===== src/pkg/ifc_consts.vh =====
// Constants for the interrupt flag and control register block
// How it works
// RQ1: Address error trap sets bit 3
// RQ2: Stack error trap sets bit 2
// RQ3: Oscillator failure trap sets bit 1
// RQ4: Unimplemented bits always read zero
// RQ5: Bit 15 selects alternate vector table
// RQ6: Bit 14 shows timed disable, read-only
// RQ7: Bits 4..0 pick external edge polarity
// RQ8: External interrupt 0 flag at bit 0
// RQ9: Bank A upper byte request flags
// RQ10: Bank A lower bits request flags
// RQ11: Bank B upper byte request flags
// RQ12: Bank B bits 7..4 request flags
// RQ13: Flags reset zero, software read/write
// RQ14: Change notify and I2C flags bank B
// RQ15: Flag holds until cleared; set wins
`ifndef IFC_CONSTS_VH
`define IFC_CONSTS_VH

// ------------------------------------------------------------
// Register offsets
// ------------------------------------------------------------
`define IFC_ADDR_W 2
`define IFC_OFF_TRAP 2'h0
`define IFC_OFF_VEC 2'h1
`define IFC_OFF_FLAGA 2'h2
`define IFC_OFF_FLAGB 2'h3

// ------------------------------------------------------------
// Field positions
// ------------------------------------------------------------
`define IFC_TRAP_ADDR_BIT 3
`define IFC_TRAP_STK_BIT 2
`define IFC_TRAP_OSC_BIT 1
`define IFC_VEC_ALT_BIT 15
`define IFC_VEC_DIS_BIT 14
`define IFC_EXT_N 5

// ------------------------------------------------------------
// Implemented-bit masks and reset values
// ------------------------------------------------------------
`define IFC_TRAP_MASK 16'h000e
`define IFC_VEC_MASK 16'hc01f
`define IFC_FLAGA_MASK 16'h7fff
`define IFC_FLAGB_MASK 16'hfffb
`define IFC_RST_VAL 16'h0000

`endif

===== src/core/ifc_edge_det.v =====
// Polarity-selectable edge detector for one external interrupt
`timescale 1ns/1ps
module ifc_edge_det (
   // Clock and reset
   input wire clk_i,
   input wire rst_i,
   // Synchronised level and polarity
   input wire lvl_i,
   input wire neg_i,
   // One-cycle edge pulse
   output wire edge_o
);
   // ------------------------------------------------------------
   // Previous level
   // ------------------------------------------------------------
   reg prev; // Level one cycle ago

   // Remember last level
   always @(posedge clk_i) begin
      if (rst_i) begin
         prev <= 1'b0;
      end else begin
         prev <= lvl_i;
      end
   end

   // Negative edge when polarity is 1, else positive edge
   assign edge_o = neg_i ? (prev & ~lvl_i) : (~prev & lvl_i); // RQ7
endmodule // ifc_edge_det


===== src/core/ifc_sync3.v =====
// Three-stage input synchroniser with agreement filter
`timescale 1ns/1ps
module ifc_sync3 (
   // Clock and reset
   input wire clk_i,
   input wire rst_i,
   // Async input and filtered level
   input wire d_i,
   output reg q_o
);
   // ------------------------------------------------------------
   // Synchroniser chain
   // ------------------------------------------------------------
   reg s1; // First stage, read only by s2
   reg s2; // Second stage
   reg s3; // Third stage

   // Shift chain and accept when stages two and three agree
   always @(posedge clk_i) begin
      if (rst_i) begin
         s1 <= 1'b0;
         s2 <= 1'b0;
         s3 <= 1'b0;
         q_o <= 1'b0;
      end else begin
         s1 <= d_i;
         s2 <= s1;
         s3 <= s2;
         if (s2 == s3) begin
            q_o <= s3;
         end
      end
   end
endmodule // ifc_sync3


===== src/core/ifc_top.v =====
// Interrupt trap status, vector/edge control and flag registers
`timescale 1ns/1ps
`include "ifc_consts.vh"
module ifc_top (
   // Clock and reset
   input wire clk_i,
   input wire rst_i,
   // Register port
   input wire [1:0] addr_i,
   input wire [15:0] wdata_i,
   input wire wr_i,
   input wire rd_i,
   output reg [15:0] rdata_o,
   // Trap events from the core, one-cycle pulses
   input wire addr_err_trap_i,
   input wire stack_err_trap_i,
   input wire osc_fail_trap_i,
   // Timed interrupt-disable status from the core
   input wire timed_disable_i,
   // External interrupt pins, asynchronous
   input wire [4:0] ext_irq_i,
   // Peripheral request pulses, same clock
   input wire [15:0] req_a_i,
   input wire [15:0] req_b_i,
   // Control outputs
   output reg alt_vector_table_select_o,
   output reg [4:0] ext_irq_edge_o,
   output reg [15:0] flags_a_o,
   output reg [15:0] flags_b_o
);
   // ------------------------------------------------------------
   // Register state
   // ------------------------------------------------------------
   reg address_error_trap_flag; // Trap status bit 3
   reg stack_error_trap_flag; // Trap status bit 2
   reg osc_failure_trap_flag; // Trap status bit 1
   reg alt_vector_table_select; // Vector table choice
   reg [4:0] ext_irq_polarity; // 1 selects negative edge
   reg [15:0] irq_flags_bank_a; // Flag bank A
   reg [15:0] irq_flags_bank_b; // Flag bank B
   reg timed_irq_disable_active; // Registered copy of core status
   wire [4:0] ext_sync; // Synchronised pins
   wire [4:0] ext_edge; // Edge pulses
   reg [15:0] next_a; // Next bank A
   reg [15:0] next_b; // Next bank B
   reg [15:0] set_a; // Set terms bank A
   reg [15:0] set_b; // Set terms bank B

   // Write strobe decode
   function wr_hit;
      input [1:0] a;
      input [1:0] off;
      input w;
      begin
         wr_hit = w & (a == off);
      end
   endfunction

   // ------------------------------------------------------------
   // External interrupt inputs
   // ------------------------------------------------------------
   genvar gi;
   generate
      for (gi = 0; gi < `IFC_EXT_N; gi = gi + 1) begin : g_ext
         // Pin crossing into the clock domain
         ifc_sync3 u_sync (
            .clk_i(clk_i),
            .rst_i(rst_i),
            .d_i(ext_irq_i[gi]),
            .q_o(ext_sync[gi])
         );
         // Edge per selected polarity
         ifc_edge_det u_edge (
            .clk_i(clk_i),
            .rst_i(rst_i),
            .lvl_i(ext_sync[gi]),
            .neg_i(ext_irq_polarity[gi]),
            .edge_o(ext_edge[gi])
         );
      end
   endgenerate

   // ------------------------------------------------------------
   // Flag set terms
   // ------------------------------------------------------------
   // Map sources onto banks; unimplemented positions never set
   always @* begin
      set_a = req_a_i & `IFC_FLAGA_MASK; // RQ9 RQ10
      set_a[0] = ext_edge[0]; // RQ8
      set_b = req_b_i & `IFC_FLAGB_MASK; // RQ11 RQ12 RQ14
      set_b[13] = ext_edge[2]; // RQ11
      set_b[4] = ext_edge[1]; // RQ12
   end

   // Software write, then hardware set wins over clear
   always @* begin
      next_a = irq_flags_bank_a;
      next_b = irq_flags_bank_b;
      if (wr_hit(addr_i, `IFC_OFF_FLAGA, wr_i)) begin
         next_a = wdata_i; // RQ13
      end
      if (wr_hit(addr_i, `IFC_OFF_FLAGB, wr_i)) begin
         next_b = wdata_i; // RQ13
      end
      next_a = (next_a | set_a) & `IFC_FLAGA_MASK; // RQ15 RQ4
      next_b = (next_b | set_b) & `IFC_FLAGB_MASK; // RQ15 RQ4
   end

   // ------------------------------------------------------------
   // Register update
   // ------------------------------------------------------------
   // All state resets to zero
   always @(posedge clk_i) begin
      if (rst_i) begin
         address_error_trap_flag <= 1'b0;
         stack_error_trap_flag <= 1'b0;
         osc_failure_trap_flag <= 1'b0;
         alt_vector_table_select <= 1'b0;
         ext_irq_polarity <= 5'h00;
         irq_flags_bank_a <= `IFC_RST_VAL; // RQ13
         irq_flags_bank_b <= `IFC_RST_VAL; // RQ13
         timed_irq_disable_active <= 1'b0;
      end else begin
         timed_irq_disable_active <= timed_disable_i; // RQ6
         irq_flags_bank_a <= next_a;
         irq_flags_bank_b <= next_b;
         // Trap bits: writable, trap event wins
         if (wr_hit(addr_i, `IFC_OFF_TRAP, wr_i)) begin
            address_error_trap_flag <= wdata_i[`IFC_TRAP_ADDR_BIT] | addr_err_trap_i; // RQ1
            stack_error_trap_flag <= wdata_i[`IFC_TRAP_STK_BIT] | stack_err_trap_i; // RQ2
            osc_failure_trap_flag <= wdata_i[`IFC_TRAP_OSC_BIT] | osc_fail_trap_i; // RQ3
         end else begin
            address_error_trap_flag <= address_error_trap_flag | addr_err_trap_i; // RQ1
            stack_error_trap_flag <= stack_error_trap_flag | stack_err_trap_i; // RQ2
            osc_failure_trap_flag <= osc_failure_trap_flag | osc_fail_trap_i; // RQ3
         end
         // Control register; bit 14 ignores writes
         if (wr_hit(addr_i, `IFC_OFF_VEC, wr_i)) begin
            alt_vector_table_select <= wdata_i[`IFC_VEC_ALT_BIT]; // RQ5
            ext_irq_polarity <= wdata_i[4:0]; // RQ7
         end
      end
   end

   // ------------------------------------------------------------
   // Outputs and read port
   // ------------------------------------------------------------
   // Registered copies toward the core and read data
   always @(posedge clk_i) begin
      if (rst_i) begin
         rdata_o <= 16'h0000;
         alt_vector_table_select_o <= 1'b0;
         ext_irq_edge_o <= 5'h00;
         flags_a_o <= 16'h0000;
         flags_b_o <= 16'h0000;
      end else begin
         alt_vector_table_select_o <= alt_vector_table_select; // RQ5
         ext_irq_edge_o <= ext_edge; // RQ7
         flags_a_o <= next_a;
         flags_b_o <= next_b;
         if (rd_i) begin
            case (addr_i)
               // Trap status, bit 0 zero
               `IFC_OFF_TRAP: begin
                  rdata_o <= {12'h000, address_error_trap_flag, stack_error_trap_flag,
                              osc_failure_trap_flag, 1'b0}; // RQ4
               end
               // Vector and edge control, bits 13..5 zero
               `IFC_OFF_VEC: begin
                  rdata_o <= {alt_vector_table_select, timed_irq_disable_active, 9'h000,
                              ext_irq_polarity}; // RQ4 RQ6
               end
               `IFC_OFF_FLAGA: begin
                  rdata_o <= irq_flags_bank_a;
               end
               `IFC_OFF_FLAGB: begin
                  rdata_o <= irq_flags_bank_b;
               end
               default: begin
                  rdata_o <= 16'h0000;
               end
            endcase
         end else begin
            rdata_o <= 16'h0000;
         end
      end
   end
endmodule // ifc_top


===== config.mk =====
export PLATFORM = sky130hd
export DESIGN_NAME = ifc_top
export DESIGN_NICKNAME = d
export VERILOG_FILES = /design/src/core/ifc_edge_det.v /design/src/core/ifc_sync3.v /design/src/core/ifc_top.v
export VERILOG_INCLUDE_DIRS = /design/src /design/src/pkg
export SDC_FILE = /design/constraint.sdc
export NUM_CORES = 1
export LEC_CHECK = 0
export BUFFER_PORTS_ARGS = -buffer_cell sky130_fd_sc_hd__buf_4
export CAP_MARGIN = 10
export CORE_MARGIN = 2
export CORE_UTILIZATION = 49
export CTS_CLUSTER_DIAMETER = 200
export DETAILED_ROUTE_END_ITERATION = 10
export PLACE_DENSITY = 0.88
export SLEW_MARGIN = 20
export SYNTH_ARGS = -nofsm -noshare
export SYNTH_HDL_FRONTEND = slang
export SYNTH_SLANG_ARGS = --single-unit
export TNS_END_PERCENT = 100

===== constraint.sdc =====
create_clock -name clk_i -period 1.3 [get_ports clk_i]
set_input_delay 0.13 -clock clk_i [delete_from_list [all_inputs] [get_ports clk_i]]
set_output_delay 0.13 -clock clk_i [all_outputs]
set_load 0.01 [all_outputs]

==> results.py, run 1 <==
metrics = {
    "outcome": {
        "status": "finished, final reports clean",
    },
    "place": {
        "numPortBuffers": 109,
        "place_congestion": 0.806,
        "post-place-ws_ps": 59.2,
        "place_inst": 501,
        "hpwl_um": 5860,
    },
    "pwr": {
        "leakage_uw": 0.00180,
        "ir_drop_uv": 828,
        "p_per_area_nw_per_um2": 1200,
    },
    "cts": {
        "cts_buffer_depth": 2,
        "cts_sinks": 87,
        "cts.reportedPaths.clkPinSlew_ps": 80,
        "cts_buffers": 9,
        "cts_tree": "yes",
        "postCtsResizedCells": 0,
        "htree_levels": 3,
        "root_buffer": "clkbuf_8",
        "insertion_delay_ps": 350,
    },
    "critical_path": {
        "required_ps": 1580,
        "criticalPathCategory": "flop to flop",
        "cp.arrival_ps": 1370,
        "cp_max_fo": 5,
        "start_kind": "flop",
        "end_kind": "flop",
    },
    "global_routing": {
        "overflow": 0,
        "grt_start_max_net_pins": 23,
        "grtUsageTotal_pct": 22.7,
        "grt_pass1_wl_um": 12700,
        "grt_pass1_vias": 2687,
        "antenna_found_initial": 0,
    },
    "flow_run": {
        "cap_viol_max_count": 0,
    },
    "timing": {
        "setup_tns_ps": 0,
        "fmaxAchievable_mhz": 920,
        "clock_skew_ps": 11.2,
        "hold_violations": 0,
        "rsz0062_at_grt": "no",
        "fin_crit_sh_pct": 83.6,
        "fin_crit_ps": 1090,
        "worst_slack_ps": 213,
        "drv_slew": 0,
        "setup_viol": 0,
    },
    "final_layout": {
        "nNetsFinal": 503,
        "stdcell_count": 520,
        "drive_gt1_share_pct": 33.6,
        "nFillCells": 509,
        "area_delta_synth_final_pct": 34.1,
        "diodes": 0,
    },
    "routing": {
        "firstDrtPassIters": 4,
        "drt_iter0_markers": 225,
        "antenna_left": 0,
        "vias_per_cell": 5.43,
        "wl_per_cell_um": 15.2,
        "num_vias": 2826,
        "route.detailed.drc": 0,
        "drt-total-wl_um": 7920,
    },
    "floorplanning": {
        "die_h_um": 84.5,
        "dieArea_um2": 7140,
        "row_count": 29,
        "die_w_um": 84.5,
        "core_region_area_um2": 6310,
        "io_pins": 117,
        "initial_core_util_pct": 50.3,
    },
    "yosys": {
        "syn_area_um2": 3170,
        "synth_area_per_cell_um2": 9.83,
        "yosysWarnings": 0,
        "ys_seq_area_share_pct": 54.9,
        "synth-seq-cells": 87,
        "yosysUniqueCellTypes": 29,
        "postSynthCellCount": 323,
    },
    "hold_path": {
        "hp-class": "input port to flop",
    },
}
==> layout by cell type (no fill, tap or decap) <==
| cell type | n |
|---|---|
| clkinv_2 | 2 |
| conb_1 | 2 |
| o21ai_0 | 5 |
| buf_4 | 122 |
| nor3_1 | 59 |
| a211oi_1 | 14 |
| nand2b_1 | 1 |
| nand2_1 | 12 |
| clkinvlp_4 | 2 |
| nor2b_1 | 25 |
| mux4_2 | 2 |
| mux2i_1 | 14 |
| nand3_1 | 7 |
| and3_1 | 1 |
| nor3b_2 | 1 |
| nor3_2 | 3 |
| nor3b_1 | 1 |
| or3b_4 | 1 |
| clkbuf_8 | 9 |
| o21a_1 | 1 |
| dfxtp_1 | 87 |
| a31oi_1 | 3 |
| mux2_2 | 3 |
| clkbuf_1 | 1 |
| dlygate4sd3_1 | 5 |
| a21oi_1 | 16 |
| nand3b_1 | 9 |
| nor2_1 | 28 |
| or3b_2 | 4 |
| a22oi_1 | 3 |
==> per-layer routing <==
layer	GRT usage (%)	vias up	part of all wire [%]
li1	-	1368	-
met1	27.9	1313	40
met2	37.4	124	50
met3	4.82	21	6.4
met4	12.0	0	3.4
met5	0	-	0
==> registers in the layout, summed over array words and instances (netlist names), 5 cells and up <==
register / count
rdata_o: 16
flags_a_o: 15
flags_b_o: 15
ext_irq_edge_o: 5
ext_irq_polarity: 5
g_ext.u_edge.prev: 5
g_ext.u_sync.q_o: 5
g_ext.u_sync.s1: 5
g_ext.u_sync.s2: 5
g_ext.u_sync.s3: 5
==> path summary, 6_finish.rpt <==
kind                        from                        to  slack, ps  cells after the start
max          g_ext[0].u_sync.q_o         ext_irq_edge_o[0]        210                      2
min              timed_disable_i  timed_irq_disable_active         20                      2
max reg2reg  g_ext[0].u_sync.q_o         ext_irq_edge_o[0]        210                      2
min reg2reg   g_ext[2].u_sync.s1        g_ext[2].u_sync.s2        440                      1
==> area by class of cell <==
type | instances | area, um2 | share of cell area, %
well taps | 77 | 96.3 | 2.26
clock inverters | 4 | 25.0 | 0.588
repair buffers | 127 | 966 | 22.7
flip-flops and latches | 87 | 1740 | 40.9
clock buffers | 10 | 128 | 3.00
multi-input cells | 215 | 1300 | 30.5
==> power breakdown <==
group | leakage [uW] | total (uW) | switching [uW] | internal (uW)
Sequential | 0.000715 | 2870 | 82.3 | 2780
Combinational | 0.00101 | 682 | 315 | 367
Clock | 0.0000740 | 1560 | 896 | 667
==> worst max-delay path, cell delays in order, from the launching register on <==
cell	delay, ps
dfxtp_1	380
or3b_2	470
a21oi_1	170
==> timing repair <==
| item | in CTS | in global routing |
|---|---|---|
| hold buffers | 5 | 0 |
| endpoints found under the hold margin | 5 | 0 |
| buffers inserted | 0 | 0 |
==> cell families (layout without fill, tap and decap cells) <==
| logic type | after synthesis | after routing | share of synthesized area (%) |
|---|---|---|---|
| muxes | 19 | 19 | 6.90 |
| DFF | 87 | 87 | 54.9 |
| AOI/OAI and AO/OA | 42 | 42 | 8.16 |
| buffers and inverters | 22 | 141 | 4.34 |
| and+or+nand+nor | 152 | 152 | 25.6 |
| other | 1 | 2 | 0.118 |
==> through the flow <==
stage               hold slack, ps  power, uW  cell area [um2]  util, %
floorplan                      258       3230             3180        -
global placement               341       3570             4050     64.2
detailed placement             347       3590             4050     64.2
CTS                          0.358       5130             4260     67.4
global route                  2.56       5320             4260     67.4
finish                        20.0       5110             4260     67.4
==> synthesized netlist by cell type <==
cell | n | share of area (%)
o21a_1 | 1 | 0.24
nand2b_1 | 1 | 0.20
dfxtp_1 | 87 | 55
buf_2 | 5 | 0.79
o21ai_0 | 5 | 0.79
buf_6 | 3 | 1.1
buf_8 | 1 | 0.47
buf_4 | 4 | 0.95
a211oi_1 | 14 | 3.3
and3_1 | 1 | 0.20
nor3b_1 | 1 | 0.24
nand2_1 | 12 | 1.4
a22oi_1 | 3 | 0.71
nor2b_1 | 25 | 4.9
conb_1 | 1 | 0.12
nand3b_1 | 9 | 2.1
mux4_2 | 2 | 1.4
nor3_1 | 59 | 9.3
clkbuf_1 | 9 | 1.1
nor2_1 | 28 | 3.3
nand3_1 | 7 | 1.1
nor3b_2 | 1 | 0.39
or3b_4 | 1 | 0.35
mux2_2 | 3 | 1.1
a21oi_1 | 16 | 2.5
mux2i_1 | 14 | 4.4
or3b_2 | 4 | 1.1
a31oi_1 | 3 | 0.59
nor3_2 | 3 | 0.95
Power figures use the tool's default switching activity.
==> inputs of run 2 (changes only) <==
CORE_UTILIZATION = 44   (was 49)
PLACE_DENSITY = 0.84   (was 0.88)
clock period = 1 ns   (was 1.3 ns; I/O delays follow)
==> results.py, run 2 (synthesized netlist as in run 1, its figures left out) <==
metrics = {
    "outcome": {
        "status": "finished, violations left",
        "violations": "negative setup slack",
    },
    "routing": {
        "drt-total-wl_um": 8710,
        "drt_iter0_markers": 156,
        "num_vias": 2883,
        "firstDrtPassIters": 4,
        "route.detailed.drc": 0,
        "wl_per_cell_um": 15.6,
        "vias_per_cell": 5.17,
        "antenna_left": 0,
    },
    "critical_path": {
        "start_kind": "flop",
        "cp_max_fo": 3,
        "critPathSlowestCell": "mux4_2",
        "end_kind": "flop",
        "path_buf_inv": 0,
        "crit_family": "multiplexers",
        "criticalPathCategory": "flop to flop",
        "cp.arrival_ps": 1270,
        "required_ps": 1230,
        "cpPeakStageDelay_ps": 450,
        "worstPathCellList": "mux4_2 -> nor2b_1",
    },
    "floorplanning": {
        "dieArea_um2": 7910,
        "die_w_um": 88.9,
        "die_h_um": 88.9,
        "io_pins": 117,
        "row_count": 30,
        "initial_core_util_pct": 46.2,
        "core_region_area_um2": 6870,
    },
    "place": {
        "place_inst": 539,
        "numPortBuffers": 109,
        "hpwl_um": 6290,
        "place_congestion": 0.886,
    },
    "global_routing": {
        "antenna_found_initial": 0,
        "overflow": 0,
        "grt_start_max_net_pins": 45,
        "grt_pass1_vias": 2827,
        "grtUsageTotal_pct": 22.4,
        "grt_pass1_wl_um": 13400,
    },
    "timing": {
        "worst_slack_ps": -45.8,
        "rsz0062_at_grt": "yes",
        "setup_viol": 6,
        "fmaxAchievable_mhz": 956,
        "drv_slew": 0,
        "fin_crit_ps": 1050,
        "setup_tns_ps": -155,
        "clock_skew_ps": 10.2,
        "hold_violations": 0,
        "holdWs_ps": 30.3,
        "fin_crit_sh_pct": 105,
    },
    "pwr": {
        "leakage_uw": 0.00194,
        "p_per_area_nw_per_um2": 1530,
        "ir_drop_uv": 877,
        "p_total_uw": 6950,
    },
    "cts": {
        "cts_buffer_depth": 2,
        "cts_tree": "yes",
        "insertion_delay_ps": 350,
        "cts_sinks": 87,
        "htree_levels": 3,
        "cts.reportedPaths.clkPinSlew_ps": 80,
        "cts_buffers": 9,
        "root_buffer": "clkbuf_8",
        "post-cts-setup-buffers": 0,
    },
    "final_layout": {
        "layout_common_cells": "buf_4 (133), dfxtp_1 (78), nor3_1 (59)",
        "utilization_pct": 66.2,
        "final_common_cell": "buf_4",
        "largest_reg_flops": 16,
        "drive_gt1_share_pct": 39.0,
        "nNetsFinal": 523,
        "reg_top3": "rdata_o x16, flags_a_o x15, flags_b_o x15",
        "largest-register": "rdata_o",
        "area_delta_synth_final_pct": 43.2,
        "nFillCells": 544,
        "stdcell_count": 558,
        "diodes": 0,
    },
    "hold_path": {
        "hp-class": "input port to flop",
    },
    "flow_run": {
        "cap_viol_max_count": 0,
    },
}
run 2: changes by cell type in the layout (fill, tap and decap cells not counted), moves of 3 or more:
cell,change
or3b_4,+4
dfxtp_1,-9
a21oi_1,-3
buf_4,+11
or3b_2,-4
buf_6,+6
dfxtp_2,+9
run 2: report_power, final:
group | internal, uW | switching [uW] | leakage (uW) | total (uW)
sequential | 3620 | 101 | 0.000718 | 3730
combinational | 543 | 439 | 0.00113 | 982
clock | 1110 | 1120 | 0.0000851 | 2240
total | 5280 | 1670 | 0.00194 | 6950
run 2: tightest hold or removal path, cell delays in order:
cell	delay, ps
buf_4	120
nand3_1	60
a21oi_1	50
run 2: per-stage QoR:
stage	instance area, um2	setup WS, ps
2_1_floorplan	3190	-12.8
3_3_place_gp	4250	-47.8
3_5_place_dp	4250	-98.4
4_1_cts	4520	-37.3
5_1_grt	4540	-71.1
6_report	4540	-45.8
run 2: layer usage:
layer | vias to the layer above | track usage [%] | share of wire (%)
li1 | 1401 | - | -
met1 | 1351 | 26.8 | 40
met2 | 111 | 38.5 | 50
met3 | 20 | 6.19 | 7.2
met4 | 0 | 8.68 | 2.6
met5 | - | 0 | 0
run 2: area by class of cell:
cell class              count  area (um2)  area share (%)
multi-input cells         215        1340            29.5
well taps                  96         120            2.64
clock buffers              11         131            2.89
clock inverters             2        35.0           0.771
flip-flops and latches     87        1750            38.6
repair buffers            147        1170            25.7
run 2: worst paths after layout:
kind                    endpoint                 from  slack, ps  cells past startpoint
max                   rdata_o[3]  ext_irq_polarity[3]        -50                      2
min          ext_irq_polarity[2]           wdata_i[2]         30                      3
max reg2reg           rdata_o[3]  ext_irq_polarity[3]        -50                      2
min reg2reg   g_ext[4].u_sync.s2   g_ext[4].u_sync.s1        440                      1
run 2: timing repair:
| item | in CTS | in global routing |
|---|---|---|
| endpoints found under the hold margin | 6 | 0 |
| gates resized for setup | 14 | 6 |
| hold buffers | 6 | 0 |
| setup endpoints to repair | 9 | 13 |
| pin swaps | 1 | 1 |
